<file path="config.mk">
export PLATFORM = sky130hd
export DESIGN_NAME = pme_paged_memory_expansion
export DESIGN_NICKNAME = d
export VERILOG_FILES = /design/src/include/pme_pkg.sv /design/src/pme_chip_select_decoder.sv /design/src/pme_paged_memory_expansion.sv
export SDC_FILE = /design/constraint.sdc
export NUM_CORES = 1
export LEC_CHECK = 0
export ABC_CLOCK_PERIOD_IN_PS = 1450
export BUFFER_PORTS_ARGS = -buffer_cell sky130_fd_sc_hd__buf_2
export CORE_UTILIZATION = 38
export CTS_CLUSTER_SIZE = 12
export DETAILED_ROUTE_END_ITERATION = 7
export PLACE_DENSITY = 0.76
export SLEW_MARGIN = 20
export SYNTH_ARGS = -nofsm -noshare
export SYNTH_HDL_FRONTEND = slang
export SYNTH_SLANG_ARGS = --single-unit
</file>
<file path="constraint.sdc">
create_clock -name mclk_in -period 1.45 [get_ports mclk_in]
set_input_delay 0.145 -clock mclk_in [delete_from_list [all_inputs] [get_ports mclk_in]]
set_output_delay 0.145 -clock mclk_in [all_outputs]
set_load 0.03 [all_outputs]
</file>
<file path="src/include/pme_pkg.sv">
// constants for the paged memory expansion
package pme_pkg;
  localparam logic [15:0] PME_SEGMENT_SELECT_ADDR = 16'h7fff;
  localparam logic [1:0]  PME_WINDOW_TAG          = 2'h1;
  localparam logic [7:0]  PME_SEGMENT_RESET       = 8'h00;
  localparam int          PME_SEG_LSB             = 0;
  localparam int          PME_CHIP_LSB            = 4;
  localparam int          PME_CHIP_CODES          = 8;
  localparam int          PME_RAM_FIRST           = 3;
  localparam int          PME_RAM_LAST            = 4;
  localparam int          PME_SYNC_STAGES         = 3;
endpackage

</file>
<file path="src/pme_chip_select_decoder.sv">
// one-of-eight chip enable decoder with ram power-fail gating
module pme_chip_select_decoder
  import pme_pkg::*;
(
  input  wire logic [2:0] code_in,
  input  wire logic       window_in,
  input  wire logic       power_ok_in,
  output logic [7:0]      enable_out
);
  genvar g;
  generate
    for (g = 0; g < PME_CHIP_CODES; g++)
    begin : g_dec
      if (g >= PME_RAM_FIRST && g <= PME_RAM_LAST)
      begin : g_ram
        // ram selects die on power-fail to protect backed data
        assign enable_out[g] = window_in && power_ok_in
                               && (code_in == 3'(g));
      end
      else
      begin : g_rom
        assign enable_out[g] = window_in && (code_in == 3'(g));
      end
    end
  endgenerate
endmodule // pme_chip_select_decoder

</file>
<file path="src/pme_paged_memory_expansion.sv">
// paged memory expansion: segment latch and memory select decode
// Contract
// - The board answers only to host accesses within 4000 to 7FFF.
// - The latch decode needs address bits 0 to 13 high in the window.
// - The window is selected when bit 14 is high and bit 15 is low.
// - The latch loads the data bus only on a write to the top address.
// - The latch holds its value until the next write to it.
// - Latch bits 0 and 1 drive memory address 14 and 15; 2, 3 ignored.
// - Latch bits 4 to 6 decode to eight chip enables; bit 7 ignored.
// - Only codes zero to four reach memories; others select none.
// - Each rom position spans four 16K segments.
// - Each ram position spans two 16K segments.
// - Ram selects are forced off while power-fail is signalled.
// - Address 0-13 and data 0-7 are buffered to memories and decode.
module pme_paged_memory_expansion
  import pme_pkg::*;
(
  input  wire logic        mclk_in,
  input  wire logic        reset_in,
  input  wire logic [15:0] host_addr_in,
  input  wire logic [7:0]  host_data_in,
  input  wire logic        host_write_in,
  input  wire logic        power_fail_in,
  output logic [13:0]      mem_addr_out,
  output logic [7:0]       mem_data_out,
  output logic [1:0]       mem_addr_high_out,
  output logic             memory_select_0_out,
  output logic             memory_select_1_out,
  output logic             memory_select_2_out,
  output logic             memory_select_3_out,
  output logic             memory_select_4_out,
  output logic             window_hit_out,
  output logic [7:0]       segment_select_out
);
  logic [7:0]  segment_latch_q;
  logic [13:0] addr_q;
  logic [7:0]  data_q;
  logic        window_q;
  logic        write_q;
  logic [PME_SYNC_STAGES-1:0] pf_sync_q;
  logic        power_ok_q;
  logic        region_sel;
  logic        top_decode;
  logic [7:0]  enables;

  // host bus registered once; host logic is on mclk
  always_ff @(posedge mclk_in or posedge reset_in)
  begin
    if (reset_in)
    begin
      addr_q   <= 14'h0000;
      data_q   <= 8'h00;
      window_q <= 1'b0;
      write_q  <= 1'b0;
    end
    else
    begin
      addr_q   <= host_addr_in[13:0];
      data_q   <= host_data_in;
      window_q <= (host_addr_in[15:14] == PME_WINDOW_TAG);
      write_q  <= host_write_in;
    end
  end

  assign region_sel = window_q;
  assign top_decode = region_sel && (&addr_q);

  always_ff @(posedge mclk_in or posedge reset_in)
  begin
    if (reset_in)
      segment_latch_q <= PME_SEGMENT_RESET;
    else if (top_decode && write_q)
      segment_latch_q <= data_q;
  end

  // power-fail is asynchronous; filtered by stage agreement
  always_ff @(posedge mclk_in or posedge reset_in)
  begin
    if (reset_in)
    begin
      pf_sync_q  <= '1;
      power_ok_q <= 1'b0;
    end
    else
    begin
      pf_sync_q <= {pf_sync_q[PME_SYNC_STAGES-2:0], power_fail_in};
      if (pf_sync_q[2] == pf_sync_q[1])
        power_ok_q <= !pf_sync_q[1];
    end
  end

  pme_chip_select_decoder u_chip_select_decoder (
    .code_in     (segment_latch_q[PME_CHIP_LSB +: 3]),
    .window_in   (region_sel && !top_decode),
    .power_ok_in (power_ok_q),
    .enable_out  (enables)
  );

  assign mem_addr_out        = addr_q;
  assign mem_data_out        = data_q;
  // roms use both bits, rams only bit 14 of 32K
  assign mem_addr_high_out   = segment_latch_q[PME_SEG_LSB +: 2];
  // codes 5..7 left undriven to any memory
  assign memory_select_0_out = enables[0];
  assign memory_select_1_out = enables[1];
  assign memory_select_2_out = enables[2];
  assign memory_select_3_out = enables[3];
  assign memory_select_4_out = enables[4];
  assign window_hit_out      = region_sel;
  assign segment_select_out  = segment_latch_q;
endmodule // pme_paged_memory_expansion

</file>
**After elaboration in Yosys (flattened, before gate mapping)**

Index checks and enable logic that the tools add are counted.

- Reductions and logical operators: 13
- Equality and inequality tests: 6

Operators by type and width:

| kind | count |
|---|---|
| $reduce_and 14->1 | 1 |
| $logic_and 1x1->1 | 9 |
| $eq 3x2->1 const B | 2 |
| $eq 3x1->1 const B | 1 |
| $eq 3x3->1 const B | 1 |
| $logic_not 3->1 | 1 |
| $eq 2x1->1 const B | 1 |
| $logic_not 1->1 | 2 |
| $eq 1x1->1 | 1 |

- Output and inout port bits: 38
- Register bits after elaboration: 36

**Longest topological paths before layout**

Gate-level depths: netlist of run 1.

- Depth in word-level cells: 6
- Gate-level depth with buffers: 3
- Gate-level depth less buffers: 3

**By module**

A second synthesis of run 1 with hierarchy kept.

- Cells, all modules: 72
- Area, all modules: 1179.9 um2

By module, submodules not included:

| module | cells each | times used | sequential area each (um2) | area an instance (um2) |
|---|---|---|---|---|
| pme_paged_memory_expansion | 58 | 1 | 904.6 | 1103.6 |
| pme_chip_select_decoder | 14 | 1 | 0.0 | 76.3 |

**Worst setup path after synthesis of run 1**

No wires, ideal clock.

- Kind: register -> output
- From: register addr_q[9] (netlist: mem_addr_out[9])
- To: output port memory_select_4_out
- Arrival time: 1735 ps
- Stages on the path, launching flop included: 4
- Path slack: -430 ps
- Cells stage by stage: dfrtp_1 > nand4_1 > nor4_1 > nor4_1

- Cells in the longest elaborated chain, start to end: 6

Ends and longest elaborated chain:

| what | line | text |
|---|---|---|
| start, declared | pme_paged_memory_expansion.sv:36 | `logic [13:0] addr_q;` |
| start signal, assigned | pme_paged_memory_expansion.sv:58 | `addr_q <= host_addr_in[13:0];` |
| $reduce_and 14->1 | pme_paged_memory_expansion.sv:66 | `assign top_decode = region_sel && (&addr_q);` |
| $logic_and 1x1->1 | pme_paged_memory_expansion.sv:66 |  |
| $logic_not 1->1 | pme_paged_memory_expansion.sv:94 | `.window_in (region_sel && !top_decode),` |
| $logic_and 1x1->1 | pme_paged_memory_expansion.sv:94 |  |
| $logic_and 1x1->1 | pme_chip_select_decoder.sv:17 | `assign enable_out[g] = window_in && power_ok_in` |
| $logic_and 1x1->1 | pme_chip_select_decoder.sv:18 | `&& (code_in == 3'(g));` |
| end, declared | pme_paged_memory_expansion.sv:31 | `output logic memory_select_4_out,` |

Every way passes these cells.

**Worst setup path after layout of run 1**

- From: register addr_q[11] (netlist: mem_addr_out[11])
- To: output port memory_select_1_out

- Cells in the longest elaborated chain, start to end: 5

Ends and longest elaborated chain:

| what | line | text |
|---|---|---|
| $reduce_and 14->1 | pme_paged_memory_expansion.sv:66 |  |
| $logic_and 1x1->1 | pme_paged_memory_expansion.sv:66 |  |
| $logic_not 1->1 | pme_paged_memory_expansion.sv:94 |  |
| $logic_and 1x1->1 | pme_paged_memory_expansion.sv:94 |  |
| $logic_and 1x1->1 | pme_chip_select_decoder.sv:22 | `assign enable_out[g] = window_in && (code_in == 3'(g));` |
| end, declared | pme_paged_memory_expansion.sv:28 | `output logic memory_select_1_out,` |

Every way passes these cells.

==> reports/metrics.cfg, run 1 <==
[timing]
finalHoldViolCount=0
setup_repair_after_global_routing_missed_its_margin=yes
timing.hold.ws_ns=0.01641
setup_viol=13
fin_ws_ns=-0.3855
finalMaxSlewViolations=0
timing.max_slew.rel_slack=0.7149
period_minus_slack_ns=1.835
fin_worst_skew_ns=0.006365
period_share=1.266
achievable-frequency_mhz=544.8
worstMarginPinSlew_ns=0.4277

[detailed_routing]
avgRoutedWirePerCell_um=14.81
route.final.wire_length_um=3050
route.antenna.remaining_nets=0
route.vias.total=977
drtIter0Drc=33
detail_route.first_pass.iterations=6
drt-vias-per-instance=4.743
drt_drc_violations_left=13

[grt]
gr_ovfl_total=0
grt_use_total=0.2117
first_global_vias=1026
largest_net_degree_at_the_start_of_global_routing=37
grt_antenna_before_repair=0
grt_first_pass_wirelength_um=4912

[yosys]
top_post_synthesis_cells_by_count=sky130_fd_sc_hd__dfrtp_1, sky130_fd_sc_hd__mux2_2, sky130_fd_sc_hd__dfstp_2, sky130_fd_sc_hd__nand2_1, sky130_fd_sc_hd__nand4_1
mean_post_synth_cell_area_um2=17.29
library_cell_with_the_highest_instance_count_after_synthesis=sky130_fd_sc_hd__dfrtp_1
number_of_synthesized_flops_with_an_enable_pin=0
yosys_warning_count=0
ys_seq_area_frac=0.7808
synthesis.instances=67
yosys_register_bits=36
synth-async-reset-ratio=1.000
netlist.area_leader.share=0.7127
ys_dominant_reg_cell=sky130_fd_sc_hd__dfrtp_1
ys_types=17
synth.net_count=95
post-synth-top-area-cell=sky130_fd_sc_hd__dfrtp_1
synth.top_cells.by_area=sky130_fd_sc_hd__dfrtp_1, sky130_fd_sc_hd__mux2_2, sky130_fd_sc_hd__dfstp_2
cell_area_after_synthesis_um2=1159

[hold_path]
worst_hold_path_type=primary input to flip-flop

[critical_path]
critPathKind=flip-flop to output port
critPathLaunchType=flip-flop
critPathRequiredTime_ns=1.31
setup.worst_path.end_class=output port
critical_path.max_fanout=4
cp_data_arrival_time_ns=1.69

[run]
max_cap_viol_count=0

[power_and_ir_drop]
power_w=0.001897
power.density_cell_area_nw_per_um2=917.7
vdd_ir_drop_max_mv=0.6387
static_leakage_nw=1.008

[cts]
cts_sinks=36
cts_tree=built
clkSlewWorstSetupHoldPaths_ns=0.10
clock_path_buffers=2
clock-root-buffer=sky130_fd_sc_hd__clkbuf_4
h-tree-depth=2
cts_made_buffers=5
worst_skew_pair.late_latency_ns=0.34

[die]
dieHeight_um=57.22
die-area_um2=3274
ioPinCount=66
rows=19
die_width_um=57.22
core_region_area_um2=2829
initial_core_util=0.4096

[place]
placed_area_um2=1638
port-buffer-count=65
dp.final_hpwl_um=1829
gp_routability_congestion=0.7544

[cells_and_area]
diodes=0
final_core_utilization=0.7307
fillers=191
synthToLayoutAreaGrowth_pct=78.40
nets=202
drive_gt1_frac=0.6743
finish.instance_area_um2=2067

[outcome]
outcome=complete, but fails checks
failed_checks=design-rule violations, negative setup slack

[path summary, 6_finish.rpt]
check | start | end | slack [ns] | cells past startpoint
max | mem_addr_out[11]$_DFF_PP0_ | memory_select_1_out | -0.39 | 5
min | host_addr_in[14] | window_hit_out$_DFF_PP0_ | 0.02 | 2
max reg2reg | mem_addr_out[2]$_DFF_PP0_ | segment_select_out[1]$_DFFE_PP0P_ | -0.29 | 6
min reg2reg | pf_sync_q[0]$_DFF_PP1_ | pf_sync_q[1]$_DFF_PP1_ | 0.36 | 0
max in group asynchronous | reset_in | pf_sync_q[2]$_DFF_PP1_ | 0.66 | 4
min in group asynchronous | reset_in | mem_data_out[7]$_DFF_PP0_ | 0.45 | 4
[metal layers]
metal,vias up,global-route usage,part of all wire
met2,44,0.3916,0.55
li1,446,-,-
met1,479,0.2154,0.36
met3,8,0.06349,0.061
met4,0,0.1045,0.027
met5,-,0,0
[power by group]
group / total [W] / switching [W] / internal [W]
combinational: 0.000258 / 0.000142 / 0.000116
clock: 0.000558 / 0.000321 / 0.000237
sequential: 0.00108 / 0.0000287 / 0.00105
[critical path: stages (launching register included)]
cell	delay [ns]
sky130_fd_sc_hd__dfrtp_2	0.40
sky130_fd_sc_hd__nand4_4	0.14
sky130_fd_sc_hd__o41ai_4	0.41
sky130_fd_sc_hd__buf_6	0.19
sky130_fd_sc_hd__nor3b_4	0.05
sky130_fd_sc_hd__buf_6	0.15
[registers in the layout, indices dropped and copies added (netlist names)]
signal              count
mem_addr_out           14
mem_data_out            8
pf_sync_q               3
power_ok_q              1
segment_select_out      8
window_hit_out          1
write_q                 1
[cells in the final DEF (no fill, tap or decap), drive strengths merged, types with 3 or more instances in the layout]
master,synthesis,layout
nand4,4,4
dfstp,3,3
clkbuf,0,7
dfrtp,33,33
nor4,3,3
dlygate4sd3,0,26
mux2,8,8
nand2,3,3
buf,2,76
[cell type report]
cell class,count,area (um^2),area share
inverter,1,3.754,0.001816
timing repair buffer,102,700.7,0.3390
clock inverter,1,7.507,0.003632
multi-input combinational,28,337.8,0.1634
sequential,36,923.4,0.4467
clock buffer,7,55.05,0.02663
tap,31,38.79,0.01877
[through the flow]
stage | std cells | setup TNS (ns) | setup slack, ns
after floorplan | 67 | -2.258 | -0.1961
after global placement | 167 | -0.5686 | -0.06004
after global routing | 206 | -4.796 | -0.4398
final | 206 | -4.054 | -0.3855
after detailed placement | 167 | -0.8021 | -0.08462
after CTS | 205 | -3.700 | -0.3758
[cell families (layout without fill, tap and decap cells)]
family,Yosys count,after routing,synth area share
AOI/OAI and AO/OA,2,2,0.01188
buffers and inverters,3,111,0.01619
DFF,36,36,0.7808
muxes,8,8,0.07776
and+or+nand+nor,18,18,0.1134
[timing repair]
item	in CTS	in global routing
resized for setup	17	2
setup buffers	4	1
hold buffers	26	0
pin swaps	4	3
setup endpoints to repair	13	13
endpoints found under the hold margin	58	0
(Power assumes the default switching activity.)
==> inputs of run 2 (changes only) <==
--- a/config.mk
+++ b/config.mk
@@ -5,12 +5,13 @@
 export SDC_FILE = /design/constraint.sdc
 export NUM_CORES = 1
 export LEC_CHECK = 0
-export ABC_CLOCK_PERIOD_IN_PS = 1450
+export ABC_CLOCK_PERIOD_IN_PS = 2300
 export BUFFER_PORTS_ARGS = -buffer_cell sky130_fd_sc_hd__buf_2
-export CORE_UTILIZATION = 38
+export CORE_UTILIZATION = 45
 export CTS_CLUSTER_SIZE = 12
 export DETAILED_ROUTE_END_ITERATION = 7
-export PLACE_DENSITY = 0.76
+export HOLD_SLACK_MARGIN = 0.15
+export PLACE_DENSITY = 0.85
 export SLEW_MARGIN = 20
 export SYNTH_ARGS = -nofsm -noshare
 export SYNTH_HDL_FRONTEND = slang
==> constraint.sdc (replaced) <==
create_clock -name mclk_in -period 2.3 [get_ports mclk_in]
set_input_delay 0.23 -clock mclk_in [delete_from_list [all_inputs] [get_ports mclk_in]]
set_output_delay 0.23 -clock mclk_in [all_outputs]
set_load 0.03 [all_outputs]
==> run 2 against run 1 <==
The run now ends clean. First-iteration DRC count is 73% lower. Clock-buffer cell count is 1 higher. Non-clock buffer count is 9 lower. Cell area is 11% lower. Largest cell class unchanged. Largest power group unchanged.
==> reports/metrics.cfg, run 2 (synthesis gave the netlist of run 1 again) <==
[detailed_routing]
drtIter0Drc=9
route.final.wire_length_um=2764
drt_drc_violations_left=0
drt-vias-per-instance=4.796
avgRoutedWirePerCell_um=14.10
route.antenna.remaining_nets=0
route.vias.total=940
detail_route.first_pass.iterations=4

[place]
post-place-ws_ns=0.4821
dp.final_hpwl_um=1787
port-buffer-count=65
gp_routability_congestion=0.6841

[power_and_ir_drop]
power.density_cell_area_nw_per_um2=626.8
static_leakage_nw=0.9582
vdd_ir_drop_max_mv=0.6473

[timing]
period_share=0.9635
period_minus_slack_ns=2.216
timing.max_slew.rel_slack=0.5384
setup_viol=0
fin_worst_skew_ns=0.005453
worstMarginPinSlew_ns=0.6834
finalMaxSlewViolations=0
setup_repair_after_global_routing_missed_its_margin=no
setup_total_negative_slack_ns=0
timing.hold.ws_ns=0.3608
fin_ws_ns=0.08404
finalHoldViolCount=0
achievable-frequency_mhz=451.3

[critical_path]
setup.worst_path.end_class=output port
critical_path_depth=4
crit_path_cells=nand4_1 -> o41ai_1 -> nor3b_1 -> buf_2
critPathRequiredTime_ns=2.07
rr_worst_depth=3
reg2reg_setup_slack_ns=0.55
worst_path_largest_cell_delay_ns=0.74
critical_path.max_fanout=4
path_delay_family=compound AO/OA/AOI/OAI gates
reg2reg_to=segment_select_out[4]$_DFFE_PP0P_
cp.buffers_inverters=1
crit_path_top_delay_cell=sky130_fd_sc_hd__o41ai_1
critPathCapture=memory_select_2_out
reg2reg_from=mem_addr_out[8]$_DFF_PP0_
critPathLaunchType=flip-flop
critPathKind=flip-flop to output port
crit_start=mem_addr_out[8]$_DFF_PP0_
cp_data_arrival_time_ns=1.99

[cells_and_area]
fillers=163
drive_gt1_frac=0.5120
seq_area_um2=904.6
flip_flop_count_of_the_largest_register_after_layout=14
mostFrequentLayoutCells=sky130_fd_sc_hd__buf_2, sky130_fd_sc_hd__dfrtp_1, sky130_fd_sc_hd__dlygate4sd3_1
layout.cells.most_common=sky130_fd_sc_hd__buf_2
nets=193
synthToLayoutAreaGrowth_pct=59.07
diodes=0
final_core_utilization=0.7508
multi_input_comb_area_um2=235.2

[cts]
cts_tree=built
cts_made_buffers=5
clock-root-buffer=sky130_fd_sc_hd__clkbuf_4
h-tree-depth=2
clkSlewWorstSetupHoldPaths_ns=0.09
clock_path_buffers=2
cts_sinks=36
worst_skew_pair.late_latency_ns=0.31

[hold_path]
worst_hold_path_type=flip-flop to flip-flop

[die]
die_width_um=52.74
die-area_um2=2782
core_region_area_um2=2455
dieHeight_um=52.74
rows=18
initial_core_util=0.4720
ioPinCount=66

[grt]
largest_net_degree_at_the_start_of_global_routing=21
first_global_vias=868
grt_antenna_before_repair=0
grt_use_total=0.2257
gr_ovfl_total=0
grt_first_pass_wirelength_um=4126

[run]
max_cap_viol_count=0

[outcome]
outcome=completed

## run 2: changes by cell type in the layout (fill, tap and decap cells not counted), sizes merged
cell         change
buf             -10
clkbuf           +1
dlygate4sd3      +1
clkinvlp         -1
## run 2: worst min-delay path by stage
stage | start | endpoint | slack [ns] | cells past startpoint
global placement | reset_in | mem_addr_out[4]$_DFF_PP0_ | 0.31 | 2
CTS | pf_sync_q[0]$_DFF_PP1_ | pf_sync_q[1]$_DFF_PP1_ | 0.36 | 0
finish | pf_sync_q[0]$_DFF_PP1_ | pf_sync_q[1]$_DFF_PP1_ | 0.36 | 0
detailed placement | reset_in | mem_addr_out[3]$_DFF_PP0_ | 0.33 | 2
global route | pf_sync_q[0]$_DFF_PP1_ | pf_sync_q[1]$_DFF_PP1_ | 0.36 | 0
floorplan | power_fail_in | pf_sync_q[0]$_DFF_PP1_ | 0.23 | 0
## run 2: final cells by class
| cell class | instances | area share |
|---|---|---|
| well taps | 30 | 0.02037 |
| inverters | 1 | 0.002037 |
| clock buffers | 8 | 0.03191 |
| multi-input cells | 28 | 0.1276 |
| repair buffers | 93 | 0.3272 |
| flip-flops and latches | 36 | 0.4908 |
## run 2: power breakdown
group / switching (W) / total [W] / internal, W
clock network: 0.000177 / 0.000328 / 0.000151
logic: 0.0000842 / 0.000150 / 0.0000655
registers: 0.0000171 / 0.000678 / 0.000661
total: 0.000278 / 0.00116 / 0.000877
## run 2: stage by stage
step / instances / total power, W / instance area, um^2
after floorplan: 67 / 0.0007493 / 1159
after global placement: 161 / 0.0007972 / 1514
after detailed placement: 161 / 0.0008030 / 1514
after CTS: 196 / 0.001166 / 1843
after global routing: 196 / 0.001205 / 1843
final: 196 / 0.001155 / 1843
## run 2: timing repair
item	CTS	global route
endpoints found under the hold margin	41	0
hold buffers	27	0
endpoints found under the setup margin	0	0
buffers inserted	0	0
resized for setup	0	0
## run 2: routing by layer
layer,vias to the layer above,global-route usage,part of all wire
li1,432,-,-
met1,461,0.2411,0.36
met2,43,0.4177,0.57
met3,4,0.05217,0.047
met4,0,0.09649,0.017
met5,-,0,0
